<file path="config.mk">
export PLATFORM = sky130hd
export DESIGN_NAME = eic_conditioner
export DESIGN_NICKNAME = d
export VERILOG_FILES = /design/src/eic_pkg.sv /design/src/eic_noise_filter.sv /design/src/eic_conditioner.sv
export SDC_FILE = /design/constraint.sdc
export NUM_CORES = 1
export LEC_CHECK = 0
export ABC_AREA = 1
export ABC_CLOCK_PERIOD_IN_PS = 3000
export BUFFER_PORTS_ARGS = -buffer_cell sky130_fd_sc_hd__buf_2
export CAP_MARGIN = 25
export CORE_UTILIZATION = 59
export CTS_CLUSTER_DIAMETER = 150
export DETAILED_ROUTE_END_ITERATION = 7
export GPL_TIMING_DRIVEN = 0
export MAX_ROUTING_LAYER = met4
export PLACE_DENSITY = 0.85
export SYNTH_ARGS = -nofsm -noshare
export SYNTH_HDL_FRONTEND = slang
export SYNTH_SLANG_ARGS = --single-unit
</file>
<file path="constraint.sdc">
create_clock -name i_clk -period 3 [get_ports i_clk]
set_input_delay 0.6 -clock i_clk [delete_from_list [all_inputs] [get_ports i_clk]]
set_output_delay 0.6 -clock i_clk [all_outputs]
set_load 0.02 [all_outputs]
</file>
<file path="src/eic_pkg.sv">
/*
  Constants for the external interrupt conditioner: control register
  address and field layout, trigger encodings and filter timing.
  Assumes the core clock i_clk is the high-frequency clock and that
  the low-frequency clock is derived from it by a divider.
*/
// Summary of operation
// - six external inputs, each with its own noise filter before detection
// - after reset the shared input-zero pin acts as plain port bit ten
// - control bit 6: 0 port use, 1 interrupt input zero
// - with pin function 0, falling edges on input zero set no latch
// - inputs zero and five: falling edge only; reject <2, accept >=7 fc
// - control bits 1..3 select edge of inputs one..three: 0 rise, 1 fall
// - input four trigger: 00 rise, 01 fall, 10 both, 11 high level
// - control bit 7 sets input one rejection: 0 below 63, 1 below 15 fc
// - input one accepts 49 fc (short) or 193 fc (long) pulses
// - inputs two to four reject <7 fc and accept >=25 fc
// - low-speed modes: all filters reject <1 fs, accept >=3.5 fs
// - clean edge sets latch within acceptance time plus 6 fs
// - new input-one noise time takes effect within 64 fc
// - level trigger after reset needs a rising edge before requesting
// - pin output changes on a shared pin may raise spurious requests
// - latches are sampled in the last cycle of each instruction
package eic_pkg;
  localparam logic [5:0] CTRL_ADDR = 6'h37;
  localparam logic [7:0] CTRL_RESET = 8'h00;
  localparam logic [7:0] CTRL_WMASK = 8'hFE;
  localparam int IN1_EDGE_BIT = 1;
  localparam int IN2_EDGE_BIT = 2;
  localparam int IN3_EDGE_BIT = 3;
  localparam int IN4_TRIG_LSB = 4;
  localparam int IN0_FUNC_BIT = 6;
  localparam int IN1_NOISE_BIT = 7;
  localparam logic [1:0] TRIG_RISE = 2'h0;
  localparam logic [1:0] TRIG_FALL = 2'h1;
  localparam logic [1:0] TRIG_BOTH = 2'h2;
  localparam logic [1:0] TRIG_HIGH = 2'h3;
  localparam int NUM_INPUTS = 6;
  // i_clk is the high-frequency clock, so one fc period per cycle
  localparam int CLK_HZ = 125000000;
  localparam int FC_PER_CLK = 1;
  localparam int LOW_FREQ_HZ = 32768;
  localparam logic [11:0] FS_TICK_CYC = 12'(CLK_HZ / LOW_FREQ_HZ);
  // acceptance times in fc periods
  localparam int IN05_ACCEPT_FC = 7;
  localparam int IN1_SHORT_ACCEPT_FC = 49;
  localparam int IN1_LONG_ACCEPT_FC = 193;
  localparam int IN234_ACCEPT_FC = 25;
  // low-speed acceptance time in tenths of fs periods
  localparam int SLOW_ACCEPT_FS_X10 = 35;
  localparam logic [7:0] IN05_CYC = 8'(IN05_ACCEPT_FC / FC_PER_CLK);
  localparam logic [7:0] IN1_SHORT_CYC = 8'(IN1_SHORT_ACCEPT_FC / FC_PER_CLK);
  localparam logic [7:0] IN1_LONG_CYC = 8'(IN1_LONG_ACCEPT_FC / FC_PER_CLK);
  localparam logic [7:0] IN234_CYC = 8'(IN234_ACCEPT_FC / FC_PER_CLK);
  localparam logic [7:0] SLOW_TICKS = 8'(SLOW_ACCEPT_FS_X10 / 10);
  // pins are primed once the synchroniser holds real pin data
  localparam logic [1:0] STARTUP_PRIME = 2'h2;
  localparam logic [1:0] STARTUP_DONE = 2'h3;
endpackage

</file>
<file path="src/eic_noise_filter.sv">
/*
  One digital noise filter: except while primed, the output follows the input only after the
  input has differed from it on a given number of consecutive ticks.
  Assumes i_in is already synchronised to i_clk.
*/
`timescale 1ns/1ps
module eic_noise_filter
(
  input wire logic i_clk,
  input wire logic i_rst_n,
  input wire logic i_tick,
  input wire logic i_prime,
  input wire logic i_in,
  input wire logic [7:0] i_thresh,
  output logic o_level
);
  logic level_reg;
  logic [7:0] cnt_reg;
  logic [7:0] cnt_inc;
  wire differs = i_in != level_reg;
  wire accept = (cnt_inc >= i_thresh);

  assign cnt_inc = cnt_reg + 8'h01;
  assign o_level = level_reg;

  // threshold is compared live, so a new noise time applies at once
  always_ff @(posedge i_clk)
  begin
    if (!i_rst_n)
    begin
      level_reg <= 1'b0;
      cnt_reg <= 8'h00;
    end
    else if (i_prime)
    begin
      level_reg <= i_in;
      cnt_reg <= 8'h00;
    end
    else if (i_tick)
    begin
      // a shorter run restarts the count, so the pulse is dropped
      if (!differs)
        cnt_reg <= 8'h00;
      else if (accept)
      begin
        level_reg <= i_in;
        cnt_reg <= 8'h00;
      end
      else
        cnt_reg <= cnt_inc;
    end
  end
endmodule

</file>
<file path="src/eic_conditioner.sv">
/*
  External interrupt conditioner: six pins are synchronised, filtered,
  edge or level detected and latched as interrupt requests. The control
  register sits on the special-function register port.
  Assumes the acceptance logic pulses i_latch_clr, the core marks the
  last cycle of each instruction, and i_low_speed_mode comes from logic
  on i_clk.
*/
`timescale 1ns/1ps
module eic_conditioner
(
  input wire logic i_clk,
  input wire logic i_rst_n,
  input wire logic [5:0] i_ext_irq_pins,
  input wire logic i_low_speed_mode,
  input wire logic [5:0] i_sfr_addr,
  input wire logic i_sfr_wr,
  input wire logic i_sfr_rd,
  input wire logic [7:0] i_sfr_wdata,
  output logic [7:0] o_sfr_rdata,
  input wire logic [5:0] i_latch_clr,
  input wire logic i_instr_last_cycle,
  output logic [5:0] o_irq_latch,
  output logic [5:0] o_irq_sampled,
  output logic o_in0_pin_is_irq
);
  //////////////////////////////////////////////////////////////////////
  // registers and decode
  logic [7:0] ctrl_reg;
  logic [7:0] rdata_reg;
  logic [5:0] sync1_reg;
  logic [5:0] sync2_reg;
  logic [5:0] prev_reg;
  logic [5:0] latch_reg;
  logic [5:0] sampled_reg;
  logic [11:0] fs_cnt_reg;
  logic fs_tick_reg;
  logic [1:0] startup_reg;
  logic in4_armed_reg;
  logic in0_func_reg;
  logic [5:0] filt;
  logic [5:0] rise;
  logic [5:0] fall;
  logic [5:0] ev;
  logic [5:0] latch_next;
  logic [7:0] thresh [6];
  logic [1:0] in4_trig;

  wire sel = i_sfr_addr == eic_pkg::CTRL_ADDR;
  wire wr_ctrl = i_sfr_wr && sel;
  wire rd_ctrl = i_sfr_rd && sel;
  wire prime = startup_reg == eic_pkg::STARTUP_PRIME;
  wire running = startup_reg == eic_pkg::STARTUP_DONE;
  wire fs_wrap = fs_cnt_reg == (eic_pkg::FS_TICK_CYC - 12'h001);
  wire tick = i_low_speed_mode ? fs_tick_reg : 1'b1;
  wire [7:0] in1_fast = ctrl_reg[eic_pkg::IN1_NOISE_BIT] ?
                        eic_pkg::IN1_SHORT_CYC : eic_pkg::IN1_LONG_CYC;

  //////////////////////////////////////////////////////////////////////
  // filter thresholds: fast counts in fc, low-speed counts in fs ticks
  assign thresh[0] = i_low_speed_mode ? eic_pkg::SLOW_TICKS :
                     eic_pkg::IN05_CYC;
  assign thresh[5] = thresh[0];
  assign thresh[1] = i_low_speed_mode ? eic_pkg::SLOW_TICKS :
                     in1_fast;
  assign thresh[2] = i_low_speed_mode ? eic_pkg::SLOW_TICKS :
                     eic_pkg::IN234_CYC;
  assign thresh[3] = thresh[2];
  assign thresh[4] = thresh[2];

  // filters see the pin whatever its port direction, so output toggling
  // on a shared pin can still be taken as a request
  for (genvar k = 0; k < eic_pkg::NUM_INPUTS; k++)
  begin : g_filt
    eic_noise_filter u_filt
    (
      .i_clk(i_clk),
      .i_rst_n(i_rst_n),
      .i_tick(tick),
      .i_prime(prime),
      .i_in(sync2_reg[k]),
      .i_thresh(thresh[k]),
      .o_level(filt[k])
    );
  end

  //////////////////////////////////////////////////////////////////////
  // detection
  assign rise = filt & ~prev_reg;
  assign fall = ~filt & prev_reg;
  assign in4_trig = ctrl_reg[eic_pkg::IN4_TRIG_LSB +: 2];

  assign ev[0] = running && fall[0] && in0_func_reg;
  assign ev[1] = running && (ctrl_reg[eic_pkg::IN1_EDGE_BIT] ?
                 fall[1] : rise[1]);
  assign ev[2] = running && (ctrl_reg[eic_pkg::IN2_EDGE_BIT] ?
                 fall[2] : rise[2]);
  assign ev[3] = running && (ctrl_reg[eic_pkg::IN3_EDGE_BIT] ?
                 fall[3] : rise[3]);
  assign ev[4] = running &&
    ((in4_trig == eic_pkg::TRIG_RISE && rise[4]) ||
     (in4_trig == eic_pkg::TRIG_FALL && fall[4]) ||
     (in4_trig == eic_pkg::TRIG_BOTH && (rise[4] || fall[4])) ||
     (in4_trig == eic_pkg::TRIG_HIGH && filt[4] &&
      in4_armed_reg));
  assign ev[5] = running && fall[5];

  // set wins over a clear in the same cycle
  assign latch_next = (latch_reg & ~i_latch_clr) | ev;

  assign o_sfr_rdata = rdata_reg;
  assign o_irq_latch = latch_reg;
  assign o_irq_sampled = sampled_reg;
  assign o_in0_pin_is_irq = in0_func_reg;

  //////////////////////////////////////////////////////////////////////
  // register port
  always_ff @(posedge i_clk)
  begin
    if (!i_rst_n)
    begin
      ctrl_reg <= eic_pkg::CTRL_RESET;
      in0_func_reg <= 1'b0;
      rdata_reg <= 8'h00;
    end
    else
    begin
      if (wr_ctrl)
        ctrl_reg <= i_sfr_wdata & eic_pkg::CTRL_WMASK;
      in0_func_reg <= ctrl_reg[eic_pkg::IN0_FUNC_BIT];
      rdata_reg <= rd_ctrl ? ctrl_reg : 8'h00;
    end
  end

  //////////////////////////////////////////////////////////////////////
  // pins, low-frequency tick and start-up priming
  always_ff @(posedge i_clk)
  begin
    if (!i_rst_n)
    begin
      sync1_reg <= 6'h00;
      sync2_reg <= 6'h00;
      fs_cnt_reg <= 12'h000;
      fs_tick_reg <= 1'b0;
      startup_reg <= 2'h0;
    end
    else
    begin
      sync1_reg <= i_ext_irq_pins;
      sync2_reg <= sync1_reg;
      fs_cnt_reg <= fs_wrap ? 12'h000 : fs_cnt_reg + 12'h001;
      fs_tick_reg <= fs_wrap;
      if (!running)
        startup_reg <= startup_reg + 2'h1;
    end
  end

  //////////////////////////////////////////////////////////////////////
  // latches and sampling
  always_ff @(posedge i_clk)
  begin
    if (!i_rst_n)
    begin
      prev_reg <= 6'h00;
      latch_reg <= 6'h00;
      sampled_reg <= 6'h00;
      in4_armed_reg <= 1'b0;
    end
    else
    begin
      // priming copies the pin level so a pin high at reset is no edge
      prev_reg <= prime ? sync2_reg : filt;
      latch_reg <= latch_next;
      if (running && rise[4])
        in4_armed_reg <= 1'b1;
      if (i_instr_last_cycle)
        sampled_reg <= latch_reg;
    end
  end
endmodule

</file>
# Word level (Yosys, flattened, before mapping)
# Cells that the tools add are included.
# W data, S select, Z words.
[totals]
ff_bits = 115
input_bits = 32
out_inout_bits = 21
word_cells = 146
[op_classes]
n_addsub = 8
n_lt_le_gt_ge = 6
n_eq_ne = 13
muxes = 45
n_bitwise = 8
reduce_logical = 42
[op_table]
columns = ["op", "count"]
rows = [
  ["$mux W8", 14],
  ["$add A8 B1 Y8 const B", 6],
  ["$mux W1", 28],
  ["$reduce_bool A2 Y1", 13],
  ["$ge A8 B5 Y1", 3],
  ["$reduce_and A3 Y1", 6],
  ["$ge A8 B3 Y1", 2],
  ["$logic_and A1 B1 Y1", 15],
  ["$add A12 B1 Y12 const B", 1],
  ["$and A6 B6 Y6", 2],
  ["$eq A12 B12 Y1 const B", 1],
  ["$not A6 Y6", 2],
  ["$eq A2 B2 Y1 const B", 4],
  ["$ge A8 B8 Y1", 1],
  ["$eq A6 B6 Y1 const B", 1],
  ["$mux W6", 1],
  ["$ne A1 B1 Y1", 6],
  ["$or A6 B6 Y6", 1],
  ["$and A5 B5 Y5", 1],
  ["$mux W5", 1],
  ["$not A5 Y5", 1],
  ["$logic_or A1 B1 Y1", 4],
  ["$reduce_or A2 Y1", 2],
  ["$mux W3", 1],
  ["other kinds (5)", 5],
]

# Longest topological paths before layout
# Gate-level depths: netlist of run 1.
[logic_depth]
depth_word = 8
ltp_mapped = 14
depth_no_buf = 14

# Cells and area by module
# A second synthesis of run 1 with hierarchy kept.
[unflattened]
hier_cells = 940
area_unflattened_um2 = 6765.2
[by_module_without_submodules]
columns = ["module", "instances", "cells_each", "area_per_inst_um2", "seq_area_each_um2"]
rows = [
  ["eic_noise_filter at g_filt[0].u_filt ...", 5, 104, 726.9, 180.2],
  ["eic_conditioner", 1, 316, 2391.0, 1221.2],
  ["eic_noise_filter at g_filt[1].u_filt", 1, 104, 739.5, 180.2],
]

# Least setup slack after synthesis of run 1
# Ideal clock, no wire load.
[synth_path]
path_type = "flip-flop to flip-flop"
from = "reg g_filt[1].u_filt.cnt_reg[1]"
to = "reg g_filt[1].u_filt.level_reg"
setup_ps = 113
t_arrival_ps = 2074
t_required_ps = 2887
slack_ps = 813
path_stages_with_launch = 14
path_buffers = 0
period_less_slack_ps = 2187
path_cell_list = "dfxtp_1 > ha_1 > nand2_1 > nor2_1 > nand2_1 > xnor2_1 > ha_1 > nand2_1 > nor2_1 > nand4_2 > nand3_1 > nand2_1 > nor2_1 > nor2_1"
[synth_via]
elab_chain_cells = 4
[synth_lines]
columns = ["item", "line_no", "rtl"]
rows = [
  ["start, declared", "eic_noise_filter.sv:18", "logic [7:0] cnt_reg;"],
  ["start signal, assigned", "eic_noise_filter.sv:50", "cnt_reg <= cnt_inc;"],
  ["$add A8 B1 Y8", "eic_noise_filter.sv:23", "assign cnt_inc = cnt_reg + 8'h01;"],
  ["$ge A8 B8 Y1", "eic_noise_filter.sv:21", "wire accept = (cnt_inc >= i_thresh);"],
  ["$reduce_bool A2 Y1 (no line)", "-", ""],
  ["$reduce_and A3 Y1 (no line)", "-", ""],
  ["end signal, assigned", "eic_noise_filter.sv:36", "level_reg <= i_in;"],
  ["end signal, assigned", "eic_noise_filter.sv:46", "level_reg <= i_in;"],
  ["end, declared", "eic_noise_filter.sv:17", "logic level_reg;"],
]
# No other way between the ends.
# A chain may end at the register's enable or synchronous reset.

# Final worst setup path of run 1
[layout_path]
from = "reg g_filt[1].u_filt.cnt_reg[3]"
to = "reg g_filt[1].u_filt.level_reg"
# The elaborated chain is that of the path after synthesis.

==> out/summary.txt, run 1 <==
postcts setup bufs: 0
Register Area: 2300 µm²
GP Congestion: 0.860
Worst Path Required: 3.45 ns
Clock Path Buffers: 2
nets: 863
Worst Setup Path Type: reg2reg
combinational group share of total power: 0.091
transition time at the pin with the least slew margin: 0.588 ns
layout cells sized above 1: 0.133
1st-iter DRT viols: 314
fin crit period: 2.70 ns
Final Cell Area: 6310 µm²
first-pass GRT wire length: 21500 µm
gr usage total: 0.293
Tcrit/Tclk final: 0.901
Synth Area in Simple Gates: 0.280
total CTS buffers: 17
CTS tree: done
clock latency at the later pin of the worst-skew pair: 0.53 ns
Seq pwr share: 0.411
vias in the first global route: 4808
clk_skew: 0.0107 ns
Clk network pwr share: 0.499
First-pass DRT Iterations: 5
register bit total from synthesis: 115
Startpoint Class: flip-flop
CP endpoint kind: flip-flop
number of I/O port buffers: 50
Final HPWL DP: 8860 µm
largest stage delay on the critical path: 0.43 ns
Row Count: 34
die height: 97.3 µm
max-cap check violation count: 0
maximum clock rate: 0.370 GHz
Sw Pwr: 1.12 mW
Syn Nets: 794
# DRC: 0
H-Tree Depth: 4
Synth Cell Area: 5350 µm²
max-slew violations: 0
status: completed
I/O pin total: 53
VDD IR max: 0.538 mV
sequential element share of the synthesized area: 0.430
filler cell count: 640
CP max-delay cell: dfxtp_1
hold buffer count at CTS: 0
Arr. time, crit path: 3.16 ns
CTS resizes: 0
post-synthesis xor/xnor area fraction: 0.0292
DR vias: 5074
Multi-input gate area: 2600 µm²
Overflow after GRT: 0
initial core utilization: 0.611
core area: 8760 µm²
post-synthesis adder-cell area fraction: 0.0608
worst-path fanout max: 9
Post-DP Area: 5740 µm²
most used cell, CP: nand2_1
Final Non-Filler Cells: 926
Sink Count: 115
post-synthesis mux area share: 0
Antenna Violating Nets Remaining: 0
max reg flops: 48
Power Internal: 2.83 mW
clk slew on worst S/H paths: 0.07 ns
Slew Limit Headroom: 0.608
routed wire length per instance: 14.2 µm
RSZ-0062 raised after global routing: false
cell total after placement: 894
pin count of the biggest net entering global routing: 17
final wirelength: 13100 µm
main combinational cell family by area after synthesis: simple AND/OR/NAND/NOR gates
Ant. Diodes: 0
total negative slack: 0 ns
CTS root buffer: clkbuf_8
Pleak: 2.91 nW
Worst Hold Class: in2reg
vias per cell: 5.48
Synth Area per Inst: 7.27 µm²
Sw Ratio: 0.283
Final Setup Violations: 0
worst path cell trace: nand2_1 > nor3_2 > nand3_1 > nand2_1 > nand2_1 > ha_1 > nand2_1 > nor2_1 > nand4_2 > nand3_1 > nand2_1 > nand2_1 > nand2_1 > nor2_1
width of the die: 97.3 µm
Cells after Synth: 736
initial antenna violation count: 0
synth unique cells: 35
Post-Place Setup Slack: 0.270 ns
post-synthesis compound-gate area fraction: 0.115
hold violation count in the final report: 0
P per Cell Area: 626 nW/µm²
area delta synth->final: 17.9%
post-layout worst setup margin: 0.297 ns
DIE AREA: 9460 µm²
synth warn: 0
placed cells by master, fill, tap and decap left out, types with 3 or more instances in the layout:
cell	n
a21oi_1	66
and3_1	3
buf_2	55
clkbuf_1	12
clkbuf_16	16
dfxtp_1	115
ha_1	26
inv_1	94
inv_6	6
inv_8	4
nand2_1	167
nand2_2	3
nand3_1	33
nand3b_1	4
nand4_1	16
nor2_1	88
nor2_2	5
nor3_1	17
nor3b_1	3
o21a_1	7
o21ai_0	32
o21ai_1	6
xnor2_1	8
xor2_1	8
critical path: cells and delay by family, from the launching register on:
family	cells	cell delay, ns
and+or+nand+nor	13	1.88
DFF	1	0.43
adders and majority gates	1	0.32
power groups by stage:
stage               logic, mW  clock network [mW]  registers (mW)
global route            0.398                2.05            1.63
floorplan               0.232                   0            1.65
finish                  0.358                1.97            1.62
global placement        0.321                   0            1.65
detailed placement      0.339                   0            1.65
CTS                     0.351                1.97            1.62
logic make-up (layout without fill, tap and decap cells):
logic type | Yosys count | after routing
AND/OR/NAND/NOR | 346 | 346
XOR/XNOR | 17 | 17
adder cells (fa/ha/maj) | 26 | 26
buffers and inverters | 116 | 198
other | 1 | 1
AO/OA/AOI/OAI | 115 | 115
flip-flops | 115 | 115
synthesized netlist by cell type:
cell      count  area [µm²]
nor2_1       88         330
nand3b_1      4        30.0
nand4_2       1        12.5
buf_4         1        7.51
dfxtp_1     115        2300
o21ai_1       6        30.0
xor2_1        8        70.1
xnor2_1       8        70.1
nand3_2       1        10.0
clkinv_1      1        3.75
ha_1         26         325
inv_2         2        7.51
nor2_2        5        31.3
nor3_1       17        85.1
o21a_1        7        52.6
nand4_1      16         100
nor3_2        1        10.0
and3_1        3        18.8
buf_6         1        11.3
or2_2         2        12.5
nand3_1      33         165
xor2_2        1        16.3
a21oi_2       1        8.76
a21o_1        2        15.0
inv_1        94         353
a21oi_1      66         330
nand2_1     167         627
nor3b_1       3        22.5
nand2_2       3        18.8
nor2_4        2        22.5
a21boi_4      1        18.8
buf_2         5        25.0
conb_1        1        3.75
o21ai_0      32         160
clkbuf_1     12        45.0
layout make-up:
type / instances / share of cell area
Multi-Input combinational cell: 505 / 0.411
Inverter: 97 / 0.0577
Clock inverter: 15 / 0.0254
Timing Repair Buffer: 50 / 0.0396
Sequential cell: 115 / 0.365
Clock buffer: 17 / 0.0656
Buffer: 19 / 0.0141
Tap cell: 108 / 0.0214
metal layers:
metal / global-route usage / vias up / part of all wire
li1: - / 2506 / -
met2: 0.509 / 177 / 0.51
met3: 0.0612 / 32 / 0.052
met1: 0.327 / 2359 / 0.42
met5: - / - / 0
met4: 0.126 / 0 / 0.022
worst paths after layout:
check	startpoint	end	slack [ns]	cells past startpoint
min	i_ext_irq_pins[4]	sync1_reg[4]$_SDFF_PN0_	0.25	3
max reg2reg	g_filt[1].u_filt.cnt_reg[3]$_SDFFE_PP0P_	g_filt[1].u_filt.o_level$_SDFFE_PN0P_	0.30	14
min reg2reg	sync1_reg[1]$_SDFF_PN0_	sync2_reg[1]$_SDFF_PN0_	0.42	2
max	g_filt[1].u_filt.cnt_reg[3]$_SDFFE_PP0P_	g_filt[1].u_filt.o_level$_SDFFE_PN0P_	0.30	14
metrics by stage:
| stage | util | hold WS (ns) | power [mW] |
|---|---|---|---|
| after global routing | 0.720 | 0.246 | 4.08 |
| after floorplan | - | 0.390 | 1.88 |
| after CTS | 0.720 | 0.248 | 3.94 |
| after detailed placement | 0.655 | 0.399 | 1.99 |
| after global placement | 0.655 | 0.397 | 1.97 |
| final | 0.720 | 0.252 | 3.95 |
Power figures use the tool's default switching activity.
==> inputs of run 2 (changes only) <==
--- a/config.mk
+++ b/config.mk
@@ -12,7 +12,6 @@
 export CORE_UTILIZATION = 59
 export CTS_CLUSTER_DIAMETER = 150
 export DETAILED_ROUTE_END_ITERATION = 7
-export GPL_TIMING_DRIVEN = 0
 export MAX_ROUTING_LAYER = met4
 export PLACE_DENSITY = 0.85
 export SYNTH_ARGS = -nofsm -noshare
==> run 2 against run 1 <==
Compared with the run above:
- maximum frequency grew 0.49%
- clock skew down 0.0015 ns
- core utilization shrank 0.34 points
- critical path type unchanged
- first-iteration DRC count down 24%
- combinational power shrank 5%
- sequential power hardly changed
- largest power group unchanged
- clock-buffer cell count unchanged
- final area decreased by 0.48%
- highest routed layer unchanged
==> out/summary.txt, run 2 (synthesized netlist as in run 1, its figures left out) <==
status: completed
CP max-delay cell: dfxtp_1
Overflow after GRT: 0
layout cells sized above 1: 0.136
number of I/O port buffers: 50
DIE AREA: 9460 µm²
Worst Path Required: 3.41 ns
RSZ-0062 raised after global routing: false
initial core utilization: 0.611
commonest non-fill, non-tap cell in the layout: nand2_1
Worst Hold Class: in2reg
worst-path fanout max: 9
clk slew on worst S/H paths: 0.06 ns
routed wire length per instance: 13.1 µm
fin crit period: 2.69 ns
Final Cell Area: 6280 µm²
Tcrit/Tclk final: 0.897
CTS tree: done
total negative slack: 0 ns
transition time at the pin with the least slew margin: 0.770 ns
total CTS buffers: 17
worst path cell trace: ha_1 > nand2_1 > nor2_1 > nand2_1 > xnor2_1 > ha_1 > nand2_1 > nor2_1 > nand4_2 > nand3_1 > nand2_1 > nor2_1 > nor2_1
width of the die: 97.3 µm
cell total after placement: 883
pin count of the biggest net entering global routing: 39
initial antenna violation count: 0
First-pass DRT Iterations: 5
I/O pin total: 53
vias in the first global route: 4887
clk_skew: 0.00918 ns
gr usage total: 0.278
Antenna Violating Nets Remaining: 0
VDD IR max: 0.508 mV
commonest cells after routing, fill and taps aside: nand2_1, dfxtp_1, inv_1, nor2_1, a21oi_1
CP endpoint kind: flip-flop
Sink Count: 115
GP Congestion: 0.855
hold buffer count at CTS: 0
area delta synth->final: 17.4%
die height: 97.3 µm
max reg flops: 48
vias per cell: 5.40
nets: 852
Clock Path Buffers: 2
CTS resizes: 0
Post-DP Area: 5710 µm²
core area: 8760 µm²
CTS root buffer: clkbuf_8
Startpoint Class: flip-flop
Final Non-Filler Cells: 915
Final HPWL DP: 7980 µm
clock latency at the later pin of the worst-skew pair: 0.52 ns
max-cap check violation count: 0
Pleak: 2.90 nW
maximum clock rate: 0.372 GHz
DR vias: 4938
Ant. Diodes: 0
Arr. time, crit path: 3.10 ns
first-pass GRT wire length: 21000 µm
Slew Limit Headroom: 0.486
Final Setup Violations: 0
max-slew violations: 0
postcts setup bufs: 0
1st-iter DRT viols: 238
H-Tree Depth: 4
P per Cell Area: 621 nW/µm²
largest stage delay on the critical path: 0.42 ns
final wirelength: 12000 µm
hold violation count in the final report: 0
Row Count: 34
# DRC: 0
Worst Setup Path Type: reg2reg
-- run 2: path summary, 6_finish.rpt --
kind | start | endpoint | slack, ns | cells past startpoint
worst max register to register | g_filt[1].u_filt.cnt_reg[1]$_SDFFE_PP0P_ | g_filt[1].u_filt.o_level$_SDFFE_PN0P_ | 0.31 | 13
worst min-delay path | i_ext_irq_pins[4] | sync1_reg[4]$_SDFF_PN0_ | 0.26 | 3
worst min register to register | sync1_reg[5]$_SDFF_PN0_ | sync2_reg[5]$_SDFF_PN0_ | 0.43 | 2
worst max-delay path | g_filt[1].u_filt.cnt_reg[1]$_SDFFE_PP0P_ | g_filt[1].u_filt.o_level$_SDFFE_PN0P_ | 0.31 | 13
-- run 2: critical path, delay by kind of cell, from the launching register on --
| family | cells | cell delay [ns] |
|---|---|---|
| simple gates | 10 | 1.42 |
| fa+ha+maj | 2 | 0.56 |
| xor+xnor | 1 | 0.17 |
| flops | 1 | 0.42 |
-- run 2: power by group --
part | internal [mW] | switching (mW) | leakage (nW)
Sequential | 1.58 | 0.0410 | 0.933
Clock | 1.19 | 0.753 | 0.275
Combinational | 0.117 | 0.224 | 1.69
-- run 2: layer usage --
layer / part of all wire / global-route usage / wire [µm]
met2: 0.53 / 0.508 / 6320
met4: 0.017 / 0.101 / 204
met3: 0.030 / 0.0475 / 356
met5: 0 / - / 0
met1: 0.43 / 0.303 / 5130
-- run 2: area by class of cell --
| type | count | area (µm²) |
|---|---|---|
| Sequential cell | 115 | 2300 |
| Timing Repair Buffer | 58 | 310 |
| Multi-Input combinational cell | 505 | 2600 |
| Clock buffer | 17 | 414 |
| Inverter | 97 | 364 |
| Tap cell | 108 | 135 |
| Clock inverter | 15 | 159 |
| Fill cell | 634 | 2480 |
-- run 2: metrics by stage --
stage	setup WS [ns]	hold slack, ns	utilization	total power [mW]
global placement	0.604	0.397	0.651	1.96
finish	0.310	0.260	0.717	3.90
detailed placement	0.444	0.406	0.651	1.98
global route	0.0767	0.269	0.717	4.03
floorplan	0.813	0.390	-	1.88
CTS	0.367	0.257	0.717	3.90
==> inputs of run 3 (changes only) <==
--- a/config.mk
+++ b/config.mk
@@ -9,11 +9,12 @@
 export ABC_CLOCK_PERIOD_IN_PS = 3000
 export BUFFER_PORTS_ARGS = -buffer_cell sky130_fd_sc_hd__buf_2
 export CAP_MARGIN = 25
-export CORE_UTILIZATION = 59
+export CORE_UTILIZATION = 61
 export CTS_CLUSTER_DIAMETER = 150
 export DETAILED_ROUTE_END_ITERATION = 7
 export MAX_ROUTING_LAYER = met4
-export PLACE_DENSITY = 0.85
+export PLACE_DENSITY = 0.86
 export SYNTH_ARGS = -nofsm -noshare
 export SYNTH_HDL_FRONTEND = slang
+export SYNTH_HIERARCHICAL = 1
 export SYNTH_SLANG_ARGS = --single-unit
==> run 3 against run 2 <==
Compared with the run above:
- clock-buffer cell count is 1 higher
- sequential share of layout area is 7.4 points lower
- synthesized cell count is 28% higher
- sequential cell count stayed put
- setup slack better by 0.48 ns
- largest power group unchanged
- maximum frequency is 22% higher
- non-clock buffer count is 6 lower
- die area is 22% higher
- critical endpoint is now g_filt[3].u_filt/cnt_reg[1]$_SDFFE_PP0P_
- wire length is 10% higher
- synthesized area is 26% higher
- combinational power is 21% higher
==> out/summary.txt, run 3 <==
status: completed
Final Setup Violations: 0
VDD IR max: 0.536 mV
clock latency at the later pin of the worst-skew pair: 0.52 ns
H-Tree Depth: 4
postcts setup bufs: 0
Pleak: 3.96 nW
Antenna Violating Nets Remaining: 0
commonest non-fill, non-tap cell in the layout: nand2_1
cell total after placement: 1153
post-layout worst setup margin: 0.786 ns
Worst Hold Class: in2reg
GP Congestion: 0.790
initial antenna violation count: 0
Power, Total: 4.12 mW
die height: 107 µm
Worst Path Required: 3.44 ns
total negative slack: 0 ns
Final HPWL DP: 9420 µm
utilization after layout: 0.726
P per Cell Area: 523 nW/µm²
synth cell count leaders: nand2_1, inv_1, dfxtp_1
area delta synth->final: 16.3%
layout cells sized above 1: 0.160
worst-path fanout max: 8
synth warn: 6
Yosys top cell by area: dfxtp_1
routed wire length per instance: 11.2 µm
clk_skew: 0.00705 ns
fin crit period: 2.21 ns
Ant. Diodes: 0
Tcrit/Tclk final: 0.738
Post-synth EDFFs: 0
# DRC: 0
number of I/O port buffers: 50
width of the die: 107 µm
Sink Count: 115
max-slew violations: 0
FFs w/ async S/R, synth: 0
Synth Area per Inst: 7.20 µm²
clk slew on worst S/H paths: 0.06 ns
register bit total from synthesis: 115
synth unique cells: 29
first-pass GRT wire length: 23000 µm
DR vias: 5738
total CTS buffers: 17
First-pass DRT Iterations: 5
Synth Cell Area: 6770 µm²
gr usage total: 0.260
initial core utilization: 0.624
DIE AREA: 11500 µm²
nets: 1124
sequential element share of the synthesized area: 0.340
vias in the first global route: 5386
commonest cells after routing, fill and taps aside: nand2_1, inv_1, dfxtp_1, nor2_1, a21oi_1
RSZ-0062 raised after global routing: false
Top FF cell, synth: dfxtp_1
Overflow after GRT: 0
hold violation count in the final report: 0
max reg flops: 48
pin count of the biggest net entering global routing: 37
transition time at the pin with the least slew margin: 0.699 ns
max-cap check violation count: 0
Clock Path Buffers: 2
CTS tree: done
CP endpoint kind: flip-flop
Startpoint Class: flip-flop
top cell type's share of synthesized area: 0.340
Row Count: 38
top-count cell post-synth: nand2_1
Cells after Synth: 940
I/O pin total: 53
synth top area cells: dfxtp_1, nand2_1, ha_1
CTS resizes: 0
hold buffer count at CTS: 0
vias per cell: 4.85
maximum clock rate: 0.452 GHz
Arr. time, crit path: 2.65 ns
core area: 10800 µm²
Worst Setup Path Type: reg2reg
Slew Limit Headroom: 0.534
Post-Place Setup Slack: 0.598 ns
Final Non-Filler Cells: 1184
CTS root buffer: clkbuf_8
final wirelength: 13200 µm
1st-iter DRT viols: 231
==> run 3: cell count changes in the layout (fill, tap and decap cells not counted), moves of 12 or more <==
cell	previous run	this run
conb_1	1	33
ha_1	26	60
inv_1	94	140
inv_2	2	23
nand2_1	167	266
nor3_1	17	0
o21ai_0	32	16
xnor2_2	0	12
==> run 3: final timing paths <==
path         cells past startpoint  slack [ns]                                        to                                startpoint
max                             11        0.79  g_filt[3].u_filt/cnt_reg[1]$_SDFFE_PP0P_  g_filt[3].u_filt/cnt_reg[0]$_SDFFE_PP0P_
min                              3        0.26                   sync1_reg[4]$_SDFF_PN0_                         i_ext_irq_pins[4]
max reg2reg                     11        0.79  g_filt[3].u_filt/cnt_reg[1]$_SDFFE_PP0P_  g_filt[3].u_filt/cnt_reg[0]$_SDFFE_PP0P_
min reg2reg                      2        0.42                   sync2_reg[5]$_SDFF_PN0_                   sync1_reg[5]$_SDFF_PN0_
==> run 3: layout make-up <==
type,instances,area (µm²)
inverters,165,622
repair buffers,52,265
clock buffers,18,428
fillers,821,2970
clock inverters,13,183
well taps,140,175
flip-flops and latches,115,2300
multi-input cells,681,3890
==> run 3: power breakdown <==
group | total, mW | switching (mW) | internal [mW]
sequential | 1.63 | 0.0437 | 1.58
clock | 2.08 | 0.712 | 1.37
combinational | 0.414 | 0.271 | 0.143
total | 4.12 | 1.03 | 3.09
==> run 3: kinds of logic (layout without fill, tap and decap cells) <==
logic type,Yosys count,count (layout),share of synthesized area
buf+inv,175,248,0.101
xor+xnor,39,39,0.0638
other cells,2,33,0.00111
simple gates,435,435,0.287
fa+ha+maj,60,60,0.111
compound gates,114,114,0.0954
flops,115,115,0.340
==> run 3: per-stage QoR <==
step,hold WS (ns),area [µm²]
final,0.259,7870
after global placement,0.397,7260
after floorplan,0.390,6880
after global routing,0.255,7870
after detailed placement,0.400,7260
after CTS,0.239,7870
==> run 3: metal layers <==
metal,global-route usage,wire length [µm],up-vias
met2,0.427,6420,97
li1,-,-,3058
met5,-,0,-
met1,0.301,6150,2559
met3,0.0696,431,24
met4,0.105,234,0
==> run 3: worst max-delay path, cell delays in order, from the launching register on <==
cell      delay, ns
dfxtp_1        0.40
ha_1           0.22
nand3_1        0.15
nand3b_4       0.20
xnor2_2        0.16
ha_1           0.25
nand2_1        0.08
o21a_1         0.13
nand2_1        0.10
nor2_4         0.21
nand2_1        0.09
a21oi_1        0.14
